File: src/pief_defines.svh
// register offsets, field positions, reset values and bus codes of the irq enable/flag bank
`ifndef PIEF_DEFINES_SVH
`define PIEF_DEFINES_SVH

`define PIEF_OFF_ENABLE_TWO 8'h00
`define PIEF_OFF_ENABLE_THREE 8'h04
`define PIEF_OFF_ENABLE_FOUR 8'h08
`define PIEF_OFF_REQUEST_ONE 8'h0c
`define PIEF_OFF_CONTROL 8'h10

`define PIEF_MASK_ENABLE_TWO 8'hff
`define PIEF_MASK_ENABLE_THREE 8'h10
`define PIEF_MASK_ENABLE_FOUR 8'h77
`define PIEF_MASK_REQUEST_ONE_RW 8'hcf
`define PIEF_MASK_CONTROL 8'hc0

`define PIEF_RESET_VALUE 8'h00

`define PIEF_BIT_GLOBAL_EN 7
`define PIEF_BIT_PERIPH_EN 6
`define PIEF_BIT_SERIAL_RX 5
`define PIEF_BIT_SERIAL_TX 4

`define PIEF_RESP_OKAY 2'h0
`define PIEF_RESP_SLVERR 2'h2

`endif

File: src/pief_pkg.sv
// types shared by the irq enable/flag bank
package pief_pkg;
    typedef logic [7:0] pief_byte_t;
    typedef logic [7:0] pief_addr_t;
    typedef logic [1:0] pief_resp_t;
    typedef enum logic [1:0] {
        PIEF_WR_COLLECT = 2'b01,
        PIEF_WR_RESP = 2'b10
    } pief_wr_state_t;
    typedef enum logic [2:0] {
        PIEF_RD_IDLE = 3'b001,
        PIEF_RD_FETCH = 3'b010,
        PIEF_RD_RESP = 3'b100
    } pief_rd_state_t;
endpackage

File: src/pief_regbus_if.sv
// internal register access carrier between bus slave and register bank
`timescale 1ns/10ps
interface pief_regbus_if;
    import pief_pkg::*;
    logic wr_en;
    pief_addr_t wr_addr;
    pief_byte_t wr_data;
    logic wr_hit;
    pief_addr_t rd_addr;
    pief_byte_t rd_data;
    logic rd_hit;

    modport bus (
        output wr_en,
        output wr_addr,
        output wr_data,
        output rd_addr,
        input wr_hit,
        input rd_data,
        input rd_hit
    );
    modport regs (
        input wr_en,
        input wr_addr,
        input wr_data,
        input rd_addr,
        output wr_hit,
        output rd_data,
        output rd_hit
    );
endinterface

File: src/pief_axil_slave.sv
// axi4-lite slave that turns bus transfers into byte register accesses
`timescale 1ns/10ps
`include "pief_defines.svh"
module pief_axil_slave (
    input wire logic aclk,
    input wire logic aresetn,
    input wire pief_pkg::pief_addr_t awaddr,
    input wire logic awvalid,
    output logic awready,
    input wire logic [31:0] wdata,
    input wire logic [3:0] wstrb,
    input wire logic wvalid,
    output logic wready,
    output pief_pkg::pief_resp_t bresp,
    output logic bvalid,
    input wire logic bready,
    input wire pief_pkg::pief_addr_t araddr,
    input wire logic arvalid,
    output logic arready,
    output logic [31:0] rdata,
    output pief_pkg::pief_resp_t rresp,
    output logic rvalid,
    input wire logic rready,
    pief_regbus_if.bus rb
);
    import pief_pkg::*;

    pief_wr_state_t wr_state, next_wr_state;
    logic aw_got, next_aw_got, w_got, next_w_got, lane_ok, next_lane_ok;
    logic next_awready, next_wready, next_bvalid;
    pief_addr_t wr_addr_q, next_wr_addr_q;
    pief_byte_t wr_data_q, next_wr_data_q;
    pief_resp_t next_bresp;

    ////////////////////////////////////////////////////////////////////////////////
    // write: address and data are taken independently, committed once both are here
    always_comb begin
        next_wr_state = wr_state;
        next_aw_got = aw_got;
        next_w_got = w_got;
        next_lane_ok = lane_ok;
        next_wr_addr_q = wr_addr_q;
        next_wr_data_q = wr_data_q;
        next_bvalid = bvalid;
        next_bresp = bresp;
        rb.wr_en = 1'b0;
        unique case (wr_state)
            PIEF_WR_COLLECT: begin
                if (awvalid && awready) begin
                    next_aw_got = 1'b1;
                    next_wr_addr_q = awaddr;
                end
                if (wvalid && wready) begin
                    next_w_got = 1'b1;
                    next_wr_data_q = wdata[7:0];
                    next_lane_ok = wstrb[0];
                end
                if (aw_got && w_got) begin
                    // only byte lane 0 carries register bits; other lanes are dropped
                    rb.wr_en = lane_ok;
                    next_bvalid = 1'b1;
                    next_bresp = rb.wr_hit ? `PIEF_RESP_OKAY : `PIEF_RESP_SLVERR;
                    next_aw_got = 1'b0;
                    next_w_got = 1'b0;
                    next_wr_state = PIEF_WR_RESP;
                end
            end
            PIEF_WR_RESP: begin
                if (bready) begin
                    next_bvalid = 1'b0;
                    next_wr_state = PIEF_WR_COLLECT;
                end
            end
        endcase
        next_awready = (next_wr_state == PIEF_WR_COLLECT) && !next_aw_got;
        next_wready = (next_wr_state == PIEF_WR_COLLECT) && !next_w_got;
    end

    assign rb.wr_addr = wr_addr_q;
    assign rb.wr_data = wr_data_q;

    always_ff @(posedge aclk) begin
        if (!aresetn) begin
            wr_state <= PIEF_WR_COLLECT;
            aw_got <= 1'b0;
            w_got <= 1'b0;
            lane_ok <= 1'b0;
            wr_addr_q <= 8'h00;
            wr_data_q <= 8'h00;
            awready <= 1'b0;
            wready <= 1'b0;
            bvalid <= 1'b0;
            bresp <= `PIEF_RESP_OKAY;
        end else begin
            wr_state <= next_wr_state;
            aw_got <= next_aw_got;
            w_got <= next_w_got;
            lane_ok <= next_lane_ok;
            wr_addr_q <= next_wr_addr_q;
            wr_data_q <= next_wr_data_q;
            awready <= next_awready;
            wready <= next_wready;
            bvalid <= next_bvalid;
            bresp <= next_bresp;
        end
    end

    ////////////////////////////////////////////////////////////////////////////////
    // read: one cycle to look the register up, then hold the answer until taken
    pief_rd_state_t rd_state, next_rd_state;
    pief_addr_t rd_addr_q, next_rd_addr_q;
    logic next_arready, next_rvalid;
    logic [31:0] next_rdata;
    pief_resp_t next_rresp;

    always_comb begin
        next_rd_state = rd_state;
        next_rd_addr_q = rd_addr_q;
        next_arready = arready;
        next_rvalid = rvalid;
        next_rdata = rdata;
        next_rresp = rresp;
        unique case (rd_state)
            PIEF_RD_IDLE: begin
                next_arready = 1'b1;
                if (arvalid && arready) begin
                    next_rd_addr_q = araddr;
                    next_arready = 1'b0;
                    next_rd_state = PIEF_RD_FETCH;
                end
            end
            PIEF_RD_FETCH: begin
                next_rdata = {24'h000000, rb.rd_data};
                next_rresp = rb.rd_hit ? `PIEF_RESP_OKAY : `PIEF_RESP_SLVERR;
                next_rvalid = 1'b1;
                next_rd_state = PIEF_RD_RESP;
            end
            PIEF_RD_RESP: begin
                if (rready) begin
                    next_rvalid = 1'b0;
                    next_arready = 1'b1;
                    next_rd_state = PIEF_RD_IDLE;
                end
            end
        endcase
    end

    assign rb.rd_addr = rd_addr_q;

    always_ff @(posedge aclk) begin
        if (!aresetn) begin
            rd_state <= PIEF_RD_IDLE;
            rd_addr_q <= 8'h00;
            arready <= 1'b0;
            rvalid <= 1'b0;
            rdata <= 32'h00000000;
            rresp <= `PIEF_RESP_OKAY;
        end else begin
            rd_state <= next_rd_state;
            rd_addr_q <= next_rd_addr_q;
            arready <= next_arready;
            rvalid <= next_rvalid;
            rdata <= next_rdata;
            rresp <= next_rresp;
        end
    end
endmodule

File: src/pief_pending_flags.sv
// pending flag register: sticky writable flags and read-only mirrored status flags
`timescale 1ns/10ps
`include "pief_defines.svh"
module pief_pending_flags #(
    parameter int WIDTH = 8,
    parameter logic [7:0] RW_MASK = `PIEF_MASK_REQUEST_ONE_RW
) (
    input wire logic aclk,
    input wire logic aresetn,
    input wire logic [WIDTH-1:0] set_in,
    input wire logic wr_en,
    input wire logic [WIDTH-1:0] wr_data,
    output logic [WIDTH-1:0] flags
);
    logic [WIDTH-1:0] next_flags;

    for (genvar i = 0; i < WIDTH; i++) begin : g_bit
        if (RW_MASK[i]) begin : g_rw
            // a source pulse in the same cycle as a software clear keeps the flag set
            assign next_flags[i] = set_in[i] | (wr_en ? wr_data[i] : flags[i]);
        end else begin : g_ro
            // status mirrored from its source; software writes have no effect
            assign next_flags[i] = set_in[i];
        end
    end

    always_ff @(posedge aclk) begin
        if (!aresetn) begin
            flags <= '0;
        end else begin
            flags <= next_flags;
        end
    end
endmodule

File: src/pief_bank.sv
// peripheral irq enable registers two to four, request register one and combined request
//
// Notes on behaviour
// - enable two: eight read/write enables, one enables, zero disables.
// - enable three: only bit 4 exists; all other bits read zero.
// - enable four: bits 6..4 timebase enables; bits 7 and 3 read zero.
// - enable four: bits 2..0 auto-shutdown enables for pwm three, two, one.
// - no peripheral request reaches the core unless the peripheral enable is set.
// - request one holds eight pending flags, one means pending.
// - receive and transmit flags are read-only; the other six are read/write.
// - flags set on their source event regardless of any enable bit.
// - every implemented enable and flag bit clears on any reset.
// - global enable at zero blocks every request to the core.
// - peripheral enable at one passes enabled requests when global enable is one, at zero blocks them.
`timescale 1ns/10ps
`include "pief_defines.svh"
module pief_bank (
    input wire logic aclk,
    input wire logic aresetn,
    input wire pief_pkg::pief_addr_t s_axi_awaddr,
    input wire logic s_axi_awvalid,
    output logic s_axi_awready,
    input wire logic [31:0] s_axi_wdata,
    input wire logic [3:0] s_axi_wstrb,
    input wire logic s_axi_wvalid,
    output logic s_axi_wready,
    output pief_pkg::pief_resp_t s_axi_bresp,
    output logic s_axi_bvalid,
    input wire logic s_axi_bready,
    input wire pief_pkg::pief_addr_t s_axi_araddr,
    input wire logic s_axi_arvalid,
    output logic s_axi_arready,
    output logic [31:0] s_axi_rdata,
    output pief_pkg::pief_resp_t s_axi_rresp,
    output logic s_axi_rvalid,
    input wire logic s_axi_rready,
    input wire pief_pkg::pief_byte_t request_one_src,
    input wire pief_pkg::pief_byte_t pending_two,
    input wire pief_pkg::pief_byte_t pending_three,
    input wire pief_pkg::pief_byte_t pending_four,
    output logic peripheral_irq
);
    import pief_pkg::*;

    pief_regbus_if rb ();

    pief_axil_slave u_slave (
        .aclk(aclk),
        .aresetn(aresetn),
        .awaddr(s_axi_awaddr),
        .awvalid(s_axi_awvalid),
        .awready(s_axi_awready),
        .wdata(s_axi_wdata),
        .wstrb(s_axi_wstrb),
        .wvalid(s_axi_wvalid),
        .wready(s_axi_wready),
        .bresp(s_axi_bresp),
        .bvalid(s_axi_bvalid),
        .bready(s_axi_bready),
        .araddr(s_axi_araddr),
        .arvalid(s_axi_arvalid),
        .arready(s_axi_arready),
        .rdata(s_axi_rdata),
        .rresp(s_axi_rresp),
        .rvalid(s_axi_rvalid),
        .rready(s_axi_rready),
        .rb(rb.bus)
    );

    ////////////////////////////////////////////////////////////////////////////////
    // address decode
    pief_addr_t wr_word, rd_word;
    logic wr_two, wr_three, wr_four, wr_req_one, wr_ctrl;

    assign wr_word = {rb.wr_addr[7:2], 2'b00};
    assign rd_word = {rb.rd_addr[7:2], 2'b00};
    assign wr_two = rb.wr_en && (wr_word == `PIEF_OFF_ENABLE_TWO);
    assign wr_three = rb.wr_en && (wr_word == `PIEF_OFF_ENABLE_THREE);
    assign wr_four = rb.wr_en && (wr_word == `PIEF_OFF_ENABLE_FOUR);
    assign wr_req_one = rb.wr_en && (wr_word == `PIEF_OFF_REQUEST_ONE);
    assign wr_ctrl = rb.wr_en && (wr_word == `PIEF_OFF_CONTROL);
    assign rb.wr_hit = (wr_word == `PIEF_OFF_ENABLE_TWO) || (wr_word == `PIEF_OFF_ENABLE_THREE)
        || (wr_word == `PIEF_OFF_ENABLE_FOUR) || (wr_word == `PIEF_OFF_REQUEST_ONE)
        || (wr_word == `PIEF_OFF_CONTROL);

    ////////////////////////////////////////////////////////////////////////////////
    // enable and control registers
    pief_byte_t enable_two, enable_three, enable_four, control;
    pief_byte_t next_enable_two, next_enable_three, next_enable_four, next_control;

    always_comb begin
        next_enable_two = enable_two;
        next_enable_three = enable_three;
        next_enable_four = enable_four;
        next_control = control;
        if (wr_two) begin
            next_enable_two = rb.wr_data & `PIEF_MASK_ENABLE_TWO;
        end
        if (wr_three) begin
            next_enable_three = rb.wr_data & `PIEF_MASK_ENABLE_THREE;
        end
        if (wr_four) begin
            // masking keeps the unimplemented bits at zero so they read back zero
            next_enable_four = rb.wr_data & `PIEF_MASK_ENABLE_FOUR;
        end
        if (wr_ctrl) begin
            next_control = rb.wr_data & `PIEF_MASK_CONTROL;
        end
    end

    always_ff @(posedge aclk) begin
        if (!aresetn) begin
            enable_two <= `PIEF_RESET_VALUE;
            enable_three <= `PIEF_RESET_VALUE;
            enable_four <= `PIEF_RESET_VALUE;
            control <= `PIEF_RESET_VALUE;
        end else begin
            enable_two <= next_enable_two;
            enable_three <= next_enable_three;
            enable_four <= next_enable_four;
            control <= next_control;
        end
    end

    ////////////////////////////////////////////////////////////////////////////////
    // request register one
    pief_byte_t request_one;

    pief_pending_flags #(
        .WIDTH(8),
        .RW_MASK(`PIEF_MASK_REQUEST_ONE_RW)
    ) u_request_one (
        .aclk(aclk),
        .aresetn(aresetn),
        .set_in(request_one_src),
        .wr_en(wr_req_one),
        .wr_data(rb.wr_data),
        .flags(request_one)
    );

    ////////////////////////////////////////////////////////////////////////////////
    // read mux
    always_comb begin
        rb.rd_hit = 1'b1;
        case (rd_word)
            `PIEF_OFF_ENABLE_TWO: rb.rd_data = enable_two;
            `PIEF_OFF_ENABLE_THREE: rb.rd_data = enable_three;
            `PIEF_OFF_ENABLE_FOUR: rb.rd_data = enable_four;
            `PIEF_OFF_REQUEST_ONE: rb.rd_data = request_one;
            `PIEF_OFF_CONTROL: rb.rd_data = control;
            default: begin
                rb.rd_hit = 1'b0;
                rb.rd_data = 8'h00;
            end
        endcase
    end

    ////////////////////////////////////////////////////////////////////////////////
    // combined request; neighbour flags are masked here so a stray high bit
    // on an unimplemented position can never raise the request
    logic global_en, periph_en, any_enabled, next_irq;

    assign global_en = control[`PIEF_BIT_GLOBAL_EN];
    assign periph_en = control[`PIEF_BIT_PERIPH_EN];
    assign any_enabled = |(request_one & 8'h00) // enable one lives in a neighbouring block
        | |(pending_two & enable_two)
        | |(pending_three & enable_three)
        | |(pending_four & enable_four);
    assign next_irq = global_en && periph_en && any_enabled;

    always_ff @(posedge aclk) begin
        if (!aresetn) begin
            peripheral_irq <= 1'b0;
        end else begin
            peripheral_irq <= next_irq;
        end
    end
endmodule

File: config.mk
export PLATFORM = sky130hd
export DESIGN_NAME = pief_bank
export DESIGN_NICKNAME = d
export VERILOG_FILES = /design/src/pief_pkg.sv /design/src/pief_regbus_if.sv /design/src/pief_axil_slave.sv /design/src/pief_pending_flags.sv /design/src/pief_bank.sv
export VERILOG_INCLUDE_DIRS = /design/src /design/src/src
export SDC_FILE = /design/constraint.sdc
export NUM_CORES = 1
export LEC_CHECK = 0
export BUFFER_PORTS_ARGS = -buffer_cell sky130_fd_sc_hd__buf_4
export CORE_UTILIZATION = 43
export DETAILED_ROUTE_END_ITERATION = 10
export GPL_ROUTABILITY_DRIVEN = 1
export PLACE_DENSITY_LB_ADDON = 0.05
export SYNTH_ARGS = -nofsm -noshare
export SYNTH_HDL_FRONTEND = slang
export SYNTH_SLANG_ARGS = --single-unit
File: constraint.sdc
create_clock -name aclk -period 1.66 [get_ports aclk]
set_input_delay 0.083 -clock aclk [delete_from_list [all_inputs] [get_ports aclk]]
set_output_delay 0.083 -clock aclk [all_outputs]
set_load 0.1 [all_outputs]
==> results.txt, run 1 <==
outcome = finished, violations left
failing checks = negative setup slack
die area = 7530 µm²
Post-Place Setup Slack = -112 ps
count leader, synth = dfxtp_1
setup TNS = -882 ps
vias per cell = 4.76
warnings from Yosys = 0
placed inst area = 3760 µm²
reg2reg setup slack = -110 ps
Placer Congestion = 0.812
register bit total from synthesis = 69
Detailed Route Iter0 Violations = 79
Yosys top cell area share = 0.447
antenna violations before repair = 0
Skew-Pair Late Insertion Delay = 340 ps
# DRC = 0
final setup fails = 16
WP depth = 4
Slowest-stage cell, CP = or4b_4
CTS max path bufs = 2
Avg Cell Area, Syn = 8.70 µm²
CTS clk-pin slew, worst paths = 70 ps
worst-path cell chain = or4b_4, or4_4, mux2i_1, nor2_1
Hold Path Depth = 3
critical-path maximum fanout = 5
Seq/Total Area, Yosys = 0.447
Worst Hold Launch = s_axi_rready
Final Slew Violations = 0
routed wire length = 7370 µm
Die Y-Extent = 86.8 µm
Post-synth EDFFs = 0
ant diodes = 0
Post-Synthesis Cells = 355
# port buffers = 66
Yosys cell types = 43
Largest delay share family, worst path = simple AND/OR/NAND/NOR gates
initial core utilization = 0.450
final instance area = 4310 µm²
cell row count = 30
PnR worst setup slack = -114 ps
total gr overflow = 0
Max VDD drop = 0.000509 V
max incr delay on CP = 580 ps
first-pass GRT wire length = 11800 µm
vias in the first global route = 2499
Antenna Violating Nets Remaining = 0
post-DP HPWL = 5260 µm
Syn-to-layout area delta = 39.7%
Final Hold Viols = 0
routed vias = 2709
area leader, netlist = dfxtp_1
FILL cells = 637
cts bufs inserted = 9
reg2reg end = control[6]$_SDFFE_PN0P_
Synth top cells by count = dfxtp_1 (69), nand2_1 (50), a21oi_1 (30)
I/O Pins = 133
P per Cell Area = 982 nW/µm²
CTS Sinks = 69
core footprint = 6870 µm²
DR WL/cell = 13.0 µm
layout cell share with drive strength beyond 1 = 0.264
max_cap viols = 0
synthesized area = 3090 µm²
Leak Pwr = 1.80 nW
Synth Flop Type = dfxtp_1
Critical Path RT = 1890 ps
Setup Skew = 6.80 ps
Die Span X = 86.8 µm
Data arrival, critical path = 2000 ps
RR Startpoint = u_slave.rb.wr_addr[7]$_SDFFE_PN0P_
Register-to-Register Path Depth = 4
fmax = 564 MHz
CTS root buffer = clkbuf_8
kind of critical path = reg -> reg
CTS tree = yes
gr usage total = 0.205
Worst Setup End Kind = register
final net count = 559
Min-Delay Path Class = in -> reg
async set-or-reset flop fraction in the synthesized netlist = 0
WP buf/inv = 0
Min Clock Period, post-route = 1770 ps
post-route clock period utilization = 1.07
Hold Path End = u_slave.rd_state[2]$_SDFFE_PN0P_
ranking of synthesized cells by area = dfxtp_1 (45%), mux2i_1 (8.7%), buf_4 (6.3%), nand2_1 (6.1%), a21oi_1 (4.9%)
RSZ-0062 raised after global routing = yes
Critical Path Start Type = register
H-tree depth = 3
DRT Pass-1 Iters = 4
largest net degree at the start of global routing = 26
cells by family after synthesis:
| group | count (synthesis) | share of synthesized area |
|---|---|---|
| other | 1 | 0.00121 |
| muxes | 28 | 0.0948 |
| buffers and inverters | 55 | 0.102 |
| AOI/OAI and AO/OA | 71 | 0.142 |
| DFF | 69 | 0.447 |
| and+or+nand+nor | 131 | 0.213 |
report_power, final:
group	leakage [nW]	switching [W]	total (W)	internal (W)
sequential	0.563	0.0000725	0.00181	0.00174
clock	0.107	0.000609	0.00145	0.000839
combinational	1.13	0.000658	0.000972	0.000314
total	1.80	0.00134	0.00424	0.00290
registers in the layout, indices dropped and copies added, names as in the netlist, 2 cells and up:
register and cells:
u_slave.rd_state 3, u_slave.rb.rd_addr 6, u_slave.rdata 8, enable_two 8
enable_four 6, u_slave.wr_state 2, u_slave.rb.wr_data 8, u_request_one.flags 8
control 2, u_slave.rb.wr_addr 6
area by class of cell:
| cell class | instances | area, µm² | area share |
|---|---|---|---|
| Inverter | 9 | 33.8 | 0.00783 |
| Clock inverter | 5 | 75.1 | 0.0174 |
| Multi-Input combinational cell | 256 | 1530 | 0.354 |
| Timing Repair Buffer | 123 | 1040 | 0.241 |
| Tap cell | 96 | 120 | 0.0278 |
| Clock buffer | 11 | 131 | 0.0305 |
| Sequential cell | 69 | 1390 | 0.321 |
metal layers:
| layer | vias up | wire length (µm) | GRT usage |
|---|---|---|---|
| met2 | 60 | 3530 | 0.336 |
| met1 | 1235 | 3450 | 0.269 |
| met4 | 0 | 79 | 0.0818 |
| li1 | 1407 | - | - |
| met5 | - | 0 | 0 |
| met3 | 7 | 315 | 0.0352 |
placed cells by master (no fill, tap or decap), types with 5 or more instances in the layout:
cell type / synthesis / layout
nor2_1: 29 / 29
a21oi_1: 30 / 30
buf_4: 26 / 91
dlygate4sd3_1: 0 / 28
nand2_1: 50 / 50
nand2b_1: 6 / 6
nor3_1: 6 / 5
clkbuf_8: 0 / 9
conb_1: 1 / 26
a22oi_1: 7 / 7
o21ai_1: 10 / 10
o21ai_0: 5 / 5
mux2i_1: 27 / 27
a22o_1: 6 / 6
inv_1: 8 / 8
dfxtp_1: 69 / 66
nand3_1: 16 / 15
timing repair:
action                     in CTS  in global routing
pin swaps                       2                  2
buffers inserted                2                  1
gates cloned                    0                  1
hold buffers                   28                  0
setup endpoints to repair      14                 29
hold endpoints to repair       28                  0
resized for setup               3                  2
stage by stage:
stage	cells	power (W)	util	hold WS (ps)
finish	569	0.00424	0.628	10.8
detailed placement	522	0.00277	0.547	301
global placement	522	0.00276	0.547	302
CTS	567	0.00427	0.622	4.11
floorplan	380	0.00257	-	210
global route	569	0.00444	0.628	26.9
tightest hold or removal path: stages:
cell and delay, ps:
buf_4 80, o21a_1 110, nor3_1 30
worst max-delay path by stage:
| stage | startpoint | end |
|---|---|---|
| after floorplan | u_slave.rb.wr_addr[7]$_SDFFE_PN0P_ | control[7]$_SDFFE_PN0P_ |
| after global placement | u_slave.rb.wr_addr[7]$_SDFFE_PN0P_ | enable_three[4]$_SDFFE_PN0P_ |
| after detailed placement | u_slave.rb.wr_addr[7]$_SDFFE_PN0P_ | control[6]$_SDFFE_PN0P_ |
| after CTS | u_slave.rb.wr_addr[5]$_SDFFE_PN0P_ | control[6]$_SDFFE_PN0P_ |
| after global routing | u_slave.rb.wr_addr[7]$_SDFFE_PN0P_ | control[6]$_SDFFE_PN0P_ |
| final | u_slave.rb.wr_addr[7]$_SDFFE_PN0P_ | control[6]$_SDFFE_PN0P_ |
Note: power is estimated with default switching activity, not from simulation.
==> run 2, diff against run 1 <==
- PLACE_DENSITY_LB_ADDON: 0.05 -> 0.3
- REMOVE_ABC_BUFFERS: default -> 1
==> run 2 against run 1 <==
  * The flow still finishes with violations (negative setup slack)
  * Maximum frequency up 0.47%
  * Power down 2.2%
  * Clock power down 6%
  * First-iteration DRC count up 61%
  * Wire length down 1.6%
  * Critical path type unchanged
==> results.txt, run 2 (synthesized netlist as in run 1, its figures left out) <==
outcome = finished, violations left (unchanged)
failing checks = negative setup slack (unchanged)
Detailed Route Iter0 Violations = 127 (was 79)
CTS clk-pin slew, worst paths = 70 ps (about the same)
Hold Path End = u_slave.wr_state[1]$_SDFF_PN0_ (was u_slave.rd_state[2]$_SDFFE_PN0P_)
cts bufs inserted = 9 (unchanged)
Psw = 0.00133 W (was 0.00134 W)
Syn-to-layout area delta = 38.3% (was 39.7%)
Internal Power = 0.00281 W (was 0.00290 W)
first-pass GRT wire length = 11800 µm (about the same)
reg2reg setup slack = -110 ps (about the same)
core footprint = 6870 µm² (unchanged)
Data arrival, critical path = 1990 ps (was 2000 ps)
CTS tree = yes (unchanged)
CTS root buffer = clkbuf_8 (unchanged)
H-tree depth = 3 (unchanged)
Register-to-Register Path Depth = 4 (unchanged)
Gate power share = 0.234 (was 0.230)
Placer Congestion = 0.803 (was 0.812)
RR Startpoint = u_slave.rb.wr_addr[5]$_SDFFE_PN0P_ (was u_slave.rb.wr_addr[7]$_SDFFE_PN0P_)
Max VDD drop = 0.000571 V (was 0.000509 V)
Leak Pwr = 1.79 nW (was 1.80 nW)
routed vias = 2739 (was 2709)
fmax = 566 MHz (was 564 MHz)
CTS max path bufs = 2 (unchanged)
P per Cell Area = 970 nW/µm² (was 982 nW/µm²)
antenna violations before repair = 0 (unchanged)
Min Clock Period, post-route = 1770 ps (about the same)
final instance area = 4270 µm² (was 4310 µm²)
Die Span X = 86.8 µm (unchanged)
critical-path maximum fanout = 5 (unchanged)
I/O Pins = 133 (unchanged)
PnR worst setup slack = -106 ps (was -114 ps)
post-DP HPWL = 5110 µm (was 5260 µm)
Skew-Pair Late Insertion Delay = 340 ps (about the same)
placed inst area = 3720 µm² (was 3760 µm²)
Antenna Violating Nets Remaining = 0 (unchanged)
RSZ-0062 raised after global routing = yes (unchanged)
kind of critical path = reg -> reg (unchanged)
most common cell after layout, fill and taps aside = buf_4 (unchanged)
Worst Setup End Kind = register (unchanged)
Setup Skew = 6.92 ps (was 6.80 ps)
Post-Place Setup Slack = -136 ps (was -112 ps)
vias per cell = 4.82 (was 4.76)
cell row count = 30 (unchanged)
largest net degree at the start of global routing = 26 (unchanged)
die area = 7530 µm² (unchanged)
Min-Delay Path Class = in -> reg (unchanged)
routed wire length = 7250 µm (was 7370 µm)
Net Sw Frac = 0.321 (was 0.316)
# port buffers = 66 (unchanged)
Critical Path Start Type = register (unchanged)
total gr overflow = 0 (unchanged)
Critical Path RT = 1890 ps (about the same)
Seq pwr share = 0.436 (was 0.428)
layout cell share with drive strength beyond 1 = 0.254 (was 0.264)
gr usage total = 0.205 (about the same)
vias in the first global route = 2600 (was 2499)
commonest cells after routing, fill and taps aside = buf_4 (90), dfxtp_1 (69), nand2_1 (50) (was buf_4 (91), dfxtp_1 (66), nand2_1 (50))
reg2reg end = control[7]$_SDFFE_PN0P_ (was control[6]$_SDFFE_PN0P_)
DR WL/cell = 12.8 µm (was 13.0 µm)
ant diodes = 0 (unchanged)
Worst Hold Launch = s_axi_bready (was s_axi_rready)
CTS Sinks = 69 (unchanged)
Final Hold Viols = 0 (unchanged)
Die Y-Extent = 86.8 µm (unchanged)
Final Slew Violations = 0 (unchanged)
initial core utilization = 0.450 (unchanged)
max_cap viols = 0 (unchanged)
final setup fails = 15 (was 16)
Hold Path Depth = 3 (unchanged)
post-route clock period utilization = 1.06 (was 1.07)
DRT Pass-1 Iters = 4 (unchanged)
final net count = 559 (unchanged)
clock power share = 0.330 (was 0.342)
# DRC = 0 (unchanged)
utilization after layout = 0.622 (was 0.628)
FILL cells = 653 (was 637)
==> run 2: cell count changes in the layout (fill, tap and decap cells not counted), moves of 2 or more <==
cell,before,now
clkbuf_1,2,0
clkbuf_8,9,11
dfxtp_1,66,69
dfxtp_2,3,0
dlygate4sd3_1,28,30
==> run 2: critical path: stages (launching register included) <==
cell     delay [ps]
dfxtp_1         310
or4b_4          590
or4_4           530
mux2i_1         170
nor2_1           50
==> run 2: repair_timing <==
item | CTS | global route
setup buffers | 0 | 1
hold endpoints to repair | 30 | 0
hold buffers | 30 | 0
cloned | 0 | 1
setup endpoints to repair | 22 | 26
resized for setup | 2 | 3
pin swaps | 2 | 2
==> run 2: final cells by class <==
class                      count  area [µm²]  share of cell area
timing repair buffer         123        1030               0.242
clock inverter                 4        47.5              0.0111
multi-input combinational    256        1510               0.353
inverter                       9        33.8             0.00791
clock buffer                  11         151              0.0354
tap                           96         120              0.0281
sequential                    69        1380               0.323
==> run 2: how the worst max path moves through the flow <==
stage                                        from                                  to
2_1_floorplan        u_slave.arready$_SDFFE_PN0P_  u_slave.rb.rd_addr[3]$_SDFFE_PN0P_
3_3_place_gp   u_slave.rb.wr_addr[7]$_SDFFE_PN0P_             control[6]$_SDFFE_PN0P_
3_5_place_dp   u_slave.rb.wr_addr[7]$_SDFFE_PN0P_             control[7]$_SDFFE_PN0P_
4_1_cts        u_slave.rb.wr_addr[5]$_SDFFE_PN0P_             control[7]$_SDFFE_PN0P_
5_1_grt        u_slave.rb.wr_addr[5]$_SDFFE_PN0P_             control[6]$_SDFFE_PN0P_
6_report       u_slave.rb.wr_addr[5]$_SDFFE_PN0P_             control[7]$_SDFFE_PN0P_
==> run 2: stage by stage <==
step	hold slack [ps]	TNS (ps)	instances	total power (W)
2_1_floorplan	145	-4780	334	0.00249
3_3_place_gp	291	-839	521	0.00274
3_5_place_dp	296	-1460	521	0.00275
4_1_cts	40.2	-994	566	0.00418
5_1_grt	68.1	-2130	568	0.00432
6_report	59.0	-604	568	0.00414
==> run 2: layer usage <==
| layer | GRT usage | up-vias | wire (µm) | part of all wire |
|---|---|---|---|---|
| li1 | - | 1407 | - | - |
| met5 | 0 | - | 0 | 0 |
| met1 | 0.247 | 1254 | 3260 | 0.45 |
| met3 | 0.0600 | 5 | 314 | 0.043 |
| met2 | 0.356 | 73 | 3610 | 0.50 |
| met4 | 0.0591 | 0 | 62 | 0.0085 |
==> run 2: power groups by stage <==
stage / logic, W / clock network (W) / registers [W]
2_1_floorplan: 0.000491 / 0 / 0.00199
3_3_place_gp: 0.000897 / 0 / 0.00184
3_5_place_dp: 0.000908 / 0 / 0.00184
4_1_cts: 0.000966 / 0.00141 / 0.00181
5_1_grt: 0.00104 / 0.00147 / 0.00182
6_report: 0.000969 / 0.00137 / 0.00181
